### config.mk
export PLATFORM = sky130hd
export DESIGN_NAME = ctp_top
export DESIGN_NICKNAME = d
export VERILOG_FILES = /design/src/common/ctp_pkg.sv /design/src/logic/ctp_top.sv
export SDC_FILE = /design/constraint.sdc
export NUM_CORES = 1
export LEC_CHECK = 0
export ABC_AREA = 1
export BUFFER_PORTS_ARGS = -buffer_cell sky130_fd_sc_hd__buf_4
export CORE_MARGIN = 5
export CORE_UTILIZATION = 45
export CTS_CLUSTER_SIZE = 12
export DETAILED_ROUTE_END_ITERATION = 7
export GPL_TIMING_DRIVEN = 1
export PLACE_DENSITY = 0.72
export SLEW_MARGIN = 10
export SYNTH_ARGS = -nofsm -noshare
export SYNTH_HDL_FRONTEND = slang
export SYNTH_SLANG_ARGS = --single-unit
### constraint.sdc
create_clock -name CLOCK -period 6 [get_ports CLOCK]
set_clock_uncertainty 0.1 [all_clocks]
set_input_delay 1.2 -clock CLOCK [delete_from_list [all_inputs] [get_ports CLOCK]]
set_output_delay 1.2 -clock CLOCK [all_outputs]
set_load 0.02 [all_outputs]
### src/common/ctp_pkg.sv
// Package: constants for the compare-toggle pulse generator
package ctp_pkg;
  // ********************
  // Register map (byte addresses)
  // ********************
  localparam logic [7:0] CTP_OFF_CTRL    = 8'h00;
  localparam logic [7:0] CTP_OFF_COMPARE = 8'h04;
  localparam logic [7:0] CTP_OFF_COUNT   = 8'h08;
  localparam logic [7:0] CTP_OFF_HIGH    = 8'h0c;
  localparam logic [7:0] CTP_OFF_LOW     = 8'h10;
  localparam logic [7:0] CTP_OFF_STATUS  = 8'h14;
  localparam logic [7:0] CTP_OFF_MASK    = 8'h18;
  localparam logic [7:0] CTP_OFF_FORCE   = 8'h1c;
  // ********************
  // Field positions
  // ********************
  localparam int CTP_BIT_AUTO  = 0;
  localparam int CTP_BIT_LEVEL = 1;
  localparam int CTP_BIT_PIN   = 2;
  localparam int CTP_BIT_MATCH = 0;
  // ********************
  // Reset values and timing
  // ********************
  localparam logic [15:0] CTP_RST_COMPARE = 16'hffff;
  localparam logic [15:0] CTP_RST_INTERVAL = 16'h0000;
  localparam int CTP_CLK_MHZ   = 100;
  localparam int CTP_TICK_US   = 2;
  localparam int CTP_TICK_CYC  = CTP_CLK_MHZ * CTP_TICK_US;
  localparam logic [7:0] CTP_TICK_LAST = 8'(CTP_TICK_CYC - 1);
  typedef enum logic [0:0] {CTP_IDLE = 1'b0, CTP_DATA = 1'b1} ctp_bus_t;
endpackage

### src/logic/ctp_top.sv
// Design: compare-toggle pulse generator with AHB-Lite registers
//
// The address map and the AHB-Lite register port were decided locally.
`timescale 1ns/1ps
`default_nettype none
// ********************
// Overview of operation
// ********************
// Overview of operation
// - Counter ticks once every two microseconds
// - Compare equal to count acts on pin
// - Match drives pin only when auto-enabled
// - Pin takes the compare level bit
// - Auto-enabled match inverts level, adds next interval
// - Each match sets status; IRQ rises only if mask bit set
module ctp_top (
  // Clock and reset
  input  wire logic        CLOCK,
  input  wire logic        NRST,
  // AHB-Lite slave
  input  wire logic        HSEL,
  input  wire logic [31:0] HADDR,
  input  wire logic [1:0]  HTRANS,
  input  wire logic        HWRITE,
  input  wire logic [2:0]  HSIZE,
  input  wire logic [31:0] HWDATA,
  input  wire logic        HREADY,
  output logic [31:0]      HRDATA,
  output logic             HREADYOUT,
  output logic             HRESP,
  // Pulse output and interrupt
  output logic             PULSE_OUTPUT_PIN,
  output logic             IRQ
);
  import ctp_pkg::*;

  logic [7:0]  tick_cnt_r, tick_cnt_nxt;
  logic        tick;
  logic [15:0] free_running_count_r, free_running_count_nxt;
  logic [15:0] compare_value_reg_r, compare_value_reg_nxt;
  logic [15:0] high_r, high_nxt, low_r, low_nxt;
  logic        auto_output_enable_bit_r, auto_nxt;
  logic        compare_level_bit_r, level_nxt;
  logic        pin_r, pin_nxt;
  logic        status_r, status_nxt, mask_r, mask_nxt;
  logic        match;
  ctp_bus_t    ph_r, ph_nxt;
  logic        wr_r, wr_nxt;
  logic [7:0]  addr_r, addr_nxt;
  logic [31:0] rdata_r, rdata_nxt;
  logic        take;
  logic        wr_dp;

  // ********************
  // Timebase and comparator
  // ********************
  assign tick  = (tick_cnt_r == CTP_TICK_LAST);
  // Equality only on the tick, so one count value yields one match
  assign match = tick && (free_running_count_r == compare_value_reg_r);
  // Only whole-word single transfers are used; size and sequential codes are not decoded
  assign take  = HSEL && HREADY && HTRANS[1];
  // Write data follows its address by one cycle, so writes act in the data phase
  assign wr_dp = (ph_r == CTP_DATA) && wr_r;

  always_comb begin
    tick_cnt_nxt = tick ? 8'h00 : tick_cnt_r + 8'h01;
    free_running_count_nxt = tick ? free_running_count_r + 16'h0001
                                  : free_running_count_r;
  end

  // ********************
  // Bus, compare and pin logic
  // ********************
  always_comb begin
    ph_nxt   = take ? CTP_DATA : CTP_IDLE;
    wr_nxt   = take && HWRITE;
    addr_nxt = take ? HADDR[7:0] : addr_r;
    rdata_nxt = rdata_r;
    compare_value_reg_nxt = compare_value_reg_r;
    high_nxt  = high_r;
    low_nxt   = low_r;
    auto_nxt  = auto_output_enable_bit_r;
    level_nxt = compare_level_bit_r;
    pin_nxt   = pin_r;
    mask_nxt  = mask_r;
    status_nxt = status_r;
    // Read data is captured with the address so it stands through the data phase
    if (take && !HWRITE) begin
      case (HADDR[7:0])
        CTP_OFF_CTRL: begin
          rdata_nxt = {29'h0, pin_r, compare_level_bit_r, auto_output_enable_bit_r};
        end
        CTP_OFF_COMPARE: rdata_nxt = {16'h0, compare_value_reg_r};
        CTP_OFF_COUNT:   rdata_nxt = {16'h0, free_running_count_r};
        CTP_OFF_HIGH:    rdata_nxt = {16'h0, high_r};
        CTP_OFF_LOW:     rdata_nxt = {16'h0, low_r};
        CTP_OFF_STATUS:  rdata_nxt = {31'h0, status_r};
        CTP_OFF_MASK:    rdata_nxt = {31'h0, mask_r};
        default:         rdata_nxt = 32'h0;
      endcase
    end
    // Software writes land first; hardware events below override them
    if (wr_dp) begin
      case (addr_r)
        CTP_OFF_CTRL: begin
          auto_nxt  = HWDATA[CTP_BIT_AUTO];
          level_nxt = HWDATA[CTP_BIT_LEVEL];
        end
        CTP_OFF_COMPARE: compare_value_reg_nxt = HWDATA[15:0];
        CTP_OFF_HIGH:    high_nxt = HWDATA[15:0];
        CTP_OFF_LOW:     low_nxt  = HWDATA[15:0];
        CTP_OFF_STATUS:  if (HWDATA[CTP_BIT_MATCH]) status_nxt = 1'b0;
        CTP_OFF_MASK:    mask_nxt = HWDATA[CTP_BIT_MATCH];
        CTP_OFF_FORCE:   if (HWDATA[0]) pin_nxt = compare_level_bit_r;
        default: ;
      endcase
    end
    if (match) begin
      status_nxt = 1'b1;
      if (auto_output_enable_bit_r) begin
        pin_nxt = compare_level_bit_r;
        // Next interval follows the level just driven; wrap is intended
        level_nxt = ~compare_level_bit_r;
        compare_value_reg_nxt = compare_value_reg_r +
          (compare_level_bit_r ? high_r : low_r);
      end
    end
  end

  always_ff @(posedge CLOCK) begin
    if (!NRST) begin
      tick_cnt_r <= 8'h00;
      free_running_count_r <= 16'h0000;
      compare_value_reg_r <= CTP_RST_COMPARE;
      high_r <= CTP_RST_INTERVAL;
      low_r  <= CTP_RST_INTERVAL;
      auto_output_enable_bit_r <= 1'b0;
      compare_level_bit_r <= 1'b0;
      pin_r <= 1'b0;
      status_r <= 1'b0;
      mask_r <= 1'b0;
      ph_r <= CTP_IDLE;
      wr_r <= 1'b0;
      addr_r <= 8'h00;
      rdata_r <= 32'h0;
    end else begin
      tick_cnt_r <= tick_cnt_nxt;
      free_running_count_r <= free_running_count_nxt;
      compare_value_reg_r <= compare_value_reg_nxt;
      high_r <= high_nxt;
      low_r  <= low_nxt;
      auto_output_enable_bit_r <= auto_nxt;
      compare_level_bit_r <= level_nxt;
      pin_r <= pin_nxt;
      status_r <= status_nxt;
      mask_r <= mask_nxt;
      ph_r <= ph_nxt;
      wr_r <= wr_nxt;
      addr_r <= addr_nxt;
      rdata_r <= rdata_nxt;
    end
  end

  assign HRDATA    = rdata_r;
  assign HREADYOUT = 1'b1;
  assign HRESP     = 1'b0;
  assign PULSE_OUTPUT_PIN = pin_r;
  // Level request: it stays up until software clears the sticky bit or masks it
  assign IRQ       = status_r && mask_r;

  // ********************
  // Assertions
  // ********************
  a_tick_period: assert property (@(posedge CLOCK) disable iff (!NRST)
    tick |-> ##200 tick) else $error("tick period wrong");
  a_count_step: assert property (@(posedge CLOCK) disable iff (!NRST)
    tick |=> free_running_count_r == $past(free_running_count_r) + 16'h0001)
    else $error("counter step wrong");
  a_match_pin: assert property (@(posedge CLOCK) disable iff (!NRST)
    match && auto_output_enable_bit_r |=> pin_r == $past(compare_level_bit_r))
    else $error("pin not driven on match");
  a_auto_gate: assert property (@(posedge CLOCK) disable iff (!NRST)
    match && !auto_output_enable_bit_r && !(ph_r == CTP_DATA && wr_r) |=> $stable(pin_r))
    else $error("pin moved while auto off");
  a_level_flip: assert property (@(posedge CLOCK) disable iff (!NRST)
    match && auto_output_enable_bit_r |=> compare_level_bit_r != $past(compare_level_bit_r))
    else $error("level not inverted");
  a_next_compare: assert property (@(posedge CLOCK) disable iff (!NRST)
    match && auto_output_enable_bit_r |=> compare_value_reg_r ==
      $past(compare_value_reg_r) + ($past(compare_level_bit_r) ? $past(high_r) : $past(low_r)))
    else $error("compare not advanced");
  a_irq_event: assert property (@(posedge CLOCK) disable iff (!NRST)
    match && mask_r && !(wr_dp && addr_r == CTP_OFF_MASK) |=> IRQ) else $error("irq missing");
  a_force_quiet: assert property (@(posedge CLOCK) disable iff (!NRST)
    ph_r == CTP_DATA && wr_r && addr_r == CTP_OFF_FORCE && HWDATA[0] && !match
      && !status_r |=> pin_r == $past(compare_level_bit_r) && !status_r)
    else $error("force wrong");
  a_status_set: assert property (@(posedge CLOCK) disable iff (!NRST)
    match |=> status_r) else $error("status not set on match");
  a_status_clear: assert property (@(posedge CLOCK) disable iff (!NRST)
    wr_dp && addr_r == CTP_OFF_STATUS && HWDATA[CTP_BIT_MATCH] && !match |=> !status_r)
    else $error("status not cleared");
  a_count_hold: assert property (@(posedge CLOCK) disable iff (!NRST)
    !tick |=> $stable(free_running_count_r)) else $error("counter moved off tick");
  a_tick_bound: assert property (@(posedge CLOCK) disable iff (!NRST)
    tick_cnt_r <= CTP_TICK_LAST) else $error("tick divider out of range");
  a_pin_hold: assert property (@(posedge CLOCK) disable iff (!NRST)
    !match && !(wr_dp && addr_r == CTP_OFF_FORCE) |=> $stable(pin_r))
    else $error("pin moved without event");
  a_compare_hold: assert property (@(posedge CLOCK) disable iff (!NRST)
    match && !auto_output_enable_bit_r && !(wr_dp && addr_r == CTP_OFF_COMPARE)
      |=> $stable(compare_value_reg_r)) else $error("compare moved while auto off");
  a_level_hold: assert property (@(posedge CLOCK) disable iff (!NRST)
    match && !auto_output_enable_bit_r && !(wr_dp && addr_r == CTP_OFF_CTRL)
      |=> $stable(compare_level_bit_r)) else $error("level moved while auto off");

  // ********************
  // Coverage of main scenarios
  // ********************
  c_match_high: cover property (@(posedge CLOCK) match && compare_level_bit_r);
  c_match_low: cover property (@(posedge CLOCK) match && !compare_level_bit_r);
  c_irq: cover property (@(posedge CLOCK) IRQ);
  c_wrap: cover property (@(posedge CLOCK) tick && free_running_count_r == 16'hffff);
  c_force: cover property (@(posedge CLOCK) wr_dp && addr_r == CTP_OFF_FORCE && HWDATA[0]);
endmodule
`default_nettype wire

# Yosys cells after proc, flatten, opt, wreduce, memory -nomap -nowiden

Index checks and enable logic that the tools add are counted.

Flip-flop bits (word level): 119
Bits of input ports: 74

Multiplexer cells: 20
Equality and inequality tests: 14
$add $sub $neg: 3
Reduce and logical (&&, ||, !) cells: 19
Bitwise operators: 2

Operator list:

| cell                    | count |
|---|---|
| $pmux W16 S7            | 1 |
| $mux W16                | 5 |
| $eq A8 B5 Y1 const B    | 7 |
| $eq A8 B4 Y1 const B    | 3 |
| $add A16 B1 Y16 const B | 1 |
| $add A16 B16 Y16        | 1 |
| $eq A16 B16 Y1          | 1 |
| $eq A8 B3 Y1 const B    | 2 |
| $logic_not A8 Y1        | 2 |
| $mux W1                 | 14 |
| $add A8 B1 Y8 const B   | 1 |
| $eq A8 B8 Y1 const B    | 1 |
| $reduce_and A2 Y1       | 4 |
| $logic_and A1 B1 Y1     | 7 |
| $reduce_bool A2 Y1      | 3 |
| $reduce_and A3 Y1       | 1 |
| $not A1 Y1              | 2 |
| $reduce_or A2 Y1        | 1 |
| $logic_not A1 Y1        | 1 |

# Longest topological paths before layout

Gate-level depths: netlist of run 1.

Word-level depth: 5
Mapped depth: 16

# Worst setup path before layout of run 1

OpenSTA, ideal clock, no wires.

Path type: reg-to-reg
From: register compare_level_bit_r
To: register compare_value_reg_r[14]
Library setup time: 0.119 ns
Required time: 5.781 ns
Clock period less this slack: 2.599 ns
Buffers on the path: 2
Arrival time: 2.379 ns
Stages on the path, launching flop included: 17
Slack: 3.401 ns
Path through: dfxtp_1 -> inv_1 -> clkbuf_1 -> clkbuf_1 -> nand2_1 -> nand2_1 -> ha_1 -> inv_1 -> fa_1 -> o21ai_0 -> nand2_1 -> nand2_1 -> nand3_1 -> nand2_1 -> nand2_1 -> nand2_1 -> o21ai_1

Longest elaborated chain between the ends: 4

RTL lines:

| what                   | line           | source |
|---|---|---|
| start, declared        | ctp_top.sv:43  | `logic compare_level_bit_r, level_nxt;` |
| start signal, assigned | ctp_top.sv:153 | `compare_level_bit_r <= level_nxt;` |
| $mux W16               | ctp_top.sv:125 | `(compare_level_bit_r ? high_r : low_r);` |
| $add A16 B16 Y16       | ctp_top.sv:124 | `compare_value_reg_nxt = compare_value_reg_r +` |
| $mux W16               | ctp_top.sv:120 | `if (auto_output_enable_bit_r) begin` |
| $mux W16               | ctp_top.sv:118 | `if (match) begin` |
| end signal, assigned   | ctp_top.sv:149 | `compare_value_reg_r <= compare_value_reg_nxt;` |
| end, declared          | ctp_top.sv:40  | `logic [15:0] compare_value_reg_r, compare_value_reg_nxt;` |

Every way passes these cells.
A chain may end at the register's enable or synchronous reset.

# Worst setup path after layout of run 1

From: input port HTRANS[1]
To: register rdata_r[0] (netlist: HRDATA[0])

Longest elaborated chain between the ends: 2

RTL lines:

| what                 | line           | source |
|---|---|---|
| start, declared      | ctp_top.sv:23  | `input wire logic [1:0] HTRANS,` |
| $logic_and A1 B1 Y1  | ctp_top.sv:61  | `assign take = HSEL && HREADY && HTRANS[1];` |
| $logic_and A1 B1 Y1  | ctp_top.sv:88  | `if (take && !HWRITE) begin` |
| end signal, assigned | ctp_top.sv:160 | `rdata_r <= rdata_nxt;` |
| end, declared        | ctp_top.sv:50  | `logic [31:0] rdata_r, rdata_nxt;` |

Every way passes these cells.

==> qor.yml, run 1 <==
finalCriticalPeriod_ns: 3.35
avgSynthCellArea_um2: 6.47
grt_pass1_wl_um: 26000
numCtsBuffers: 9
htree_levels: 3
synth.area.top_cells: "dfxtp_1 (34%), nand2_1 (15%), o21ai_0 (8.3%)"
period_share_pct: 55.8
pwr-share-seq_pct: 49.1
p_int_w: 0.00108
grt_pass1_vias: 5354
num_vias: 5980
firstDrtPassIters: 5
antenna_found_initial: 0
antennaDiodeCount: 0
clk_path_buf_depth: 2
fp-row-count: 42
slew_headroom_pct: 32.4
synth_cells: 946
cp-startpoint: "HTRANS[1]"
grt_max_degree: 50
initial_utilization_pct: 46.0
die_h_um: 127
postCtsHoldBufs: 0
synth-edff-count: 0
crit_path_max_incr_delay_ns: 0.94
path_clk_slew_ns: 0.07
cts_sinks: 103
cp_data_arrival_time_ns: 3.46
grt_usage_pct: 19.9
status: "finished clean"
cp_top_family: "simple AND/OR/NAND/NOR gates"
sw_frac_of_total_pct: 23.4
ctsRootBufferMaster: "clkbuf_16"
pwr-share-clk_pct: 45.9
worst-path-buf-inv: 2
drt-initial-drc-count: 429
die_x_um: 127
ys.warnings.count: 0
irDropWorstVdd_v: 0.000128
wl_per_cell_um: 13.7
timing.rr.end: "compare_value_reg_r[14]"
nets: 1067
io_pins: 110
routed_via_density: 5.17
holdPathStages: 1
setup_viol: 0
clk_latency_ns: 0.37
syn_to_final_growth_pct: 11.3
synthFlopType: "dfxtp_1"
fin_setup_tns_ns: 0
tightest_slew_ns: 1.01
ant_nets: 0
core_mm2: 0.0133
drv_slew: 0
p_comb_share_pct: 5.1
critPathLaunchType: "input pin"
fin_area_mm2: 0.00681
ys_seq_elements: 103
place_congestion: 0.975
placed_cells: 1140
critPathSlowestCell: "nor2_1"
final_common_cell: "nand2_1"
power.switching_w: 0.000329
path_cells: "buf_4, nand3_1, nor2_1, inv_1, nand2_1, a21oi_1"
synth_cell_types: 39
syn-cell-area_mm2: 0.00612
cts_tree: "built"
overflow: 0
reg2regPathDepth: 14
rsz0062_at_grt: "false"
seq_area_frac_synth_pct: 33.7
synth_top_area_share_pct: 33.7
ctsResizeCount: 0
die_area_mm2: 0.0160
drcViolationCount: 0
drive_gt1_share_pct: 11.0
cap_violations: 0
finalHoldViolCount: 0
fillers: 1346
synth_top_cell_by_area: "dfxtp_1"
final_cell_mix: "nand2_1 (242), dfxtp_1 (103), o21ai_0 (102), inv_1 (94), a21oi_1 (81)"
hpwlAfterDp_um: 11800
r2r_slack_ns: 2.94
numPortBuffers: 47
endpoint_kind: "register"
ys_async_sr_fraction_pct: 0
fmax_mhz: 299
final_cells: 1156
min_from: "tick_cnt_r[0]"
r2r_start: "compare_level_bit_r"
critical_path_required_ns: 6.11
path_depth: 6
whs_endpoint: "tick_cnt_r[0]"
critPathKind: "in -> reg"
cts_setup_buffers: 0
critical_path_peak_fanout: 19
placed_cell_area_mm2: 0.00649
worst_hold_path_type: "reg -> reg"
wirelength_um: 15900
p_leak_nw: 2.94
power_density_mw_per_mm2: 207
[cells in the mapped netlist, types with 2 or more instances]
library cell and n:
a21o_1 2, inv_1 94, clkbuf_1 19, buf_1 2, buf_4 22, dfxtp_1 103
and2_1 2, nor2_2 8, o21ai_1 22, conb_1 2, o21bai_1 2, xor2_1 8
nand4_1 18, nor2_1 78, a211oi_2 5, nand2_2 2, a31oi_1 3, nand3_1 42
a211oi_1 7, a21oi_1 81, nor4_1 2, nor3b_1 3, buf_2 2, xnor2_1 2
clkinv_1 2, ha_1 17, inv_2 23, nor3_2 2, buf_6 2, nor3_1 18
nand2_1 242, o21ai_0 102
[cell families (layout without fill, tap and decap cells)]
| family | Yosys count | count (layout) | share of synthesized area (%) |
|---|---|---|---|
| flip-flops | 103 | 103 | 33.7 |
| adder cells (fa/ha/maj) | 18 | 18 | 3.80 |
| AND/OR/NAND/NOR | 422 | 422 | 29.5 |
| buffers and inverters | 166 | 184 | 11.8 |
| other | 2 | 18 | 0.123 |
| AO/OA/AOI/OAI | 225 | 225 | 19.6 |
| XOR/XNOR | 10 | 10 | 1.43 |
[per-layer routing]
metal	up-vias	global-route usage, %	part of all wire, %
met5	-	0	0
li1	3111	-	-
met4	0	7.00	1.9
met2	175	31.1	44
met1	2671	28.0	48
met3	23	3.24	5.8
[worst max path at each step]
stage | slack, ns | end
finish | 2.65 | HRDATA[0]
global route | 2.37 | HRDATA[0]
CTS | 2.65 | HRDATA[0]
detailed placement | 2.26 | HRDATA[0]
global placement | 2.33 | HRDATA[2]
floorplan | 3.40 | compare_value_reg_r[14]
[sequential cells by signal (all words and copies together), names as in the netlist]
signal	cells
HRDATA	16
compare_value_reg_r	16
free_running_count_r	16
high_r	16
low_r	16
addr_r	8
tick_cnt_r	8
PULSE_OUTPUT_PIN	1
auto_output_enable_bit_r	1
compare_level_bit_r	1
mask_r	1
ph_r	1
status_r	1
wr_r	1
[power groups by stage]
stage / clock [W] / sequential [W] / combinational (W)
after global placement: 0 / 0.000707 / 0.0000705
after floorplan: 0 / 0.000706 / 0.0000528
after detailed placement: 0 / 0.000707 / 0.0000708
after global routing: 0.000678 / 0.000691 / 0.0000794
final: 0.000646 / 0.000691 / 0.0000713
after CTS: 0.000656 / 0.000691 / 0.0000709
[stage by stage]
step / setup slack [ns] / utilization (%) / hold WS, ns / total power [W]
6_report: 2.65 / 51.2 / 0.363 / 0.00141
5_1_grt: 2.37 / 51.2 / 0.383 / 0.00145
4_1_cts: 2.65 / 51.2 / 0.368 / 0.00142
3_5_place_dp: 2.26 / 48.8 / 0.352 / 0.000778
3_3_place_gp: 2.33 / 48.8 / 0.345 / 0.000777
2_1_floorplan: 3.40 / - / 0.330 / 0.000759
[cell type report]
cell class	instances	area (µm²)	area share (%)
Inverter	119	447	6.56
Clock inverter	6	92.6	1.36
Multi-Input combinational cell	693	3390	49.8
Sequential cell	103	2060	30.3
Timing Repair Buffer	49	368	5.40
Clock buffer	10	229	3.36
Tap cell	176	220	3.23
Note: power is estimated with default switching activity, not from simulation.
==> inputs of run 2 (changes only) <==
==> constraint.sdc (replaced) <==
create_clock -name CLOCK -period 3.35 [get_ports CLOCK]
set_clock_uncertainty 0.1 [all_clocks]
set_input_delay 0.67 -clock CLOCK [delete_from_list [all_inputs] [get_ports CLOCK]]
set_output_delay 0.67 -clock CLOCK [all_outputs]
set_load 0.02 [all_outputs]
==> qor.yml, run 2 (synthesized netlist as in run 1, its figures left out) <==
status: "finished clean"
reg2regPathDepth: 13  # -1
r2r_slack_ns: 0.67  # -2.27 ns
grt_pass1_wl_um: 26100  # about the same
critPathKind: "reg -> reg"
period_share_pct: 80.0
timing.rr.end: "compare_value_reg_r[14]"
path_depth: 13  # +7
overflow: 0  # unchanged
grt_usage_pct: 20.0  # +0.044 points
critPathLaunchType: "register"
cp_top_family: "simple AND/OR/NAND/NOR gates"
irDropWorstVdd_v: 0.000482  # +280%
wirelength_um: 16000  # +0.61%
hpwlAfterDp_um: 12000  # +1.5%
drcViolationCount: 0  # unchanged
cts_sinks: 103  # unchanged
rsz0062_at_grt: "false"
path_cells: "inv_1, buf_4, or2_2, o21ai_0, fa_1, o21ai_0, nand2_1, nand2_1, nand3_1, nand2_1, nand2_1, nand2_1, o21ai_1"
cp_data_arrival_time_ns: 2.83  # -0.63 ns
grt_max_degree: 50  # unchanged
num_vias: 5953  # -0.45%
initial_utilization_pct: 46.0  # unchanged
crit_path_max_incr_delay_ns: 0.46  # -0.48 ns
critPathSlowestCell: "fa_1"
firstDrtPassIters: 6  # +1
numCtsBuffers: 9  # unchanged
cts_tree: "built"
whs_endpoint: "addr_r[7]"
fmax_mhz: 373
finalHoldViolCount: 0  # unchanged
holdPathStages: 2  # +1
clk_path_buf_depth: 2  # unchanged
nets: 1072  # +0.47%
io_pins: 110  # unchanged
routed_via_density: 5.13  # -0.88%
cp-startpoint: "compare_level_bit_r"
slew_headroom_pct: 33.9  # +1.5 points
final_cell_mix: "nand2_1 (242), dfxtp_1 (103), o21ai_0 (102), inv_1 (94), a21oi_1 (81)"
ff_latch_area_mm2: 0.00206  # unchanged
r2r_start: "compare_level_bit_r"
worst_hold_path_type: "reg -> reg"
ctsRootBufferMaster: "clkbuf_16"
drt-initial-drc-count: 458  # +6.8%
cap_violations: 0  # unchanged
antennaDiodeCount: 0  # unchanged
drv_slew: 0  # unchanged
core_mm2: 0.0133  # unchanged
drive_gt1_share_pct: 11.4  # +0.35 points
endpoint_kind: "register"
die_area_mm2: 0.0160  # unchanged
p_leak_nw: 2.96  # +0.84%
power_density_mw_per_mm2: 366  # +77%
fin_setup_tns_ns: 0  # unchanged
wl_per_cell_um: 13.8  # +0.18%
cpMostUsedCell: "nand2_1"
syn_to_final_growth_pct: 11.8
final_cells: 1161  # +0.43%
fillers: 1364  # +1.3%
cts_setup_buffers: 0  # unchanged
setup_viol: 0  # unchanged
multi_input_area_mm2: 0.00339  # unchanged
place_congestion: 0.919  # -5.7%
fp-row-count: 42  # unchanged
die_x_um: 127  # unchanged
worst-path-buf-inv: 2  # unchanged
htree_levels: 3  # unchanged
finalCriticalPeriod_ns: 2.68
numPortBuffers: 47  # unchanged
placed_cells: 1145  # +0.44%
path_clk_slew_ns: 0.07  # about the same
die_h_um: 127  # unchanged
ant_nets: 0  # unchanged
antenna_found_initial: 0  # unchanged
min_from: "addr_r[7]"
ctsResizeCount: 0  # unchanged
tightest_slew_ns: 0.989  # -0.0207 ns
grt_pass1_vias: 5252  # -1.9%
critical_path_peak_fanout: 28  # +9
postCtsHoldBufs: 0  # unchanged
final_common_cell: "nand2_1"
critical_path_required_ns: 3.50  # -2.61 ns
clk_latency_ns: 0.36  # about the same
run 2: cell type report:
| class | count | share of cell area (%) |
|---|---|---|
| clock inverters | 5 | 1.19 |
| multi-input cells | 693 | 49.6 |
| inverters | 119 | 6.53 |
| flip-flops and latches | 103 | 30.1 |
| well taps | 176 | 3.22 |
| repair buffers | 54 | 5.93 |
| clock buffers | 11 | 3.40 |
run 2: worst max-delay path by stage:
stage / end / slack, ns
after floorplan: compare_value_reg_r[14] / 0.75
after global placement: compare_value_reg_r[14] / 0.74
after detailed placement: compare_value_reg_r[14] / 0.69
after CTS: compare_value_reg_r[14] / 0.68
after global routing: compare_value_reg_r[14] / 0.45
final: compare_value_reg_r[14] / 0.67
run 2: per-stage QoR:
step                setup slack [ns]  instance area (µm²)  utilization (%)  power, W  hold WS (ns)
floorplan                      0.751                 6180                -   0.00136         0.330
global placement               0.741                 6530             49.1   0.00139         0.343
detailed placement             0.691                 6530             49.1   0.00140         0.349
CTS                            0.675                 6840             51.4   0.00253         0.363
global route                   0.445                 6840             51.4   0.00260         0.383
finish                         0.669                 6840             51.4   0.00251         0.362
run 2: metal layers:
layer	track usage, %	wire length, µm	up-vias
met3	4.92	946	11
met5	0	0	-
met4	4.29	138	0
met2	31.7	7190	149
li1	-	-	3118
met1	27.6	7710	2675
run 2: report_power, final:
part | internal (W) | total (W) | switching [W]
Clock | 0.000657 | 0.00114 | 0.000480
Combinational | 0.0000414 | 0.000131 | 0.0000894
Sequential | 0.00123 | 0.00124 | 0.00000532
run 2: tightest hold or removal path, cell delays in order (launching register included):
cell	delay, ns
dfxtp_1	0.31
inv_2	0.06
a21oi_1	0.05
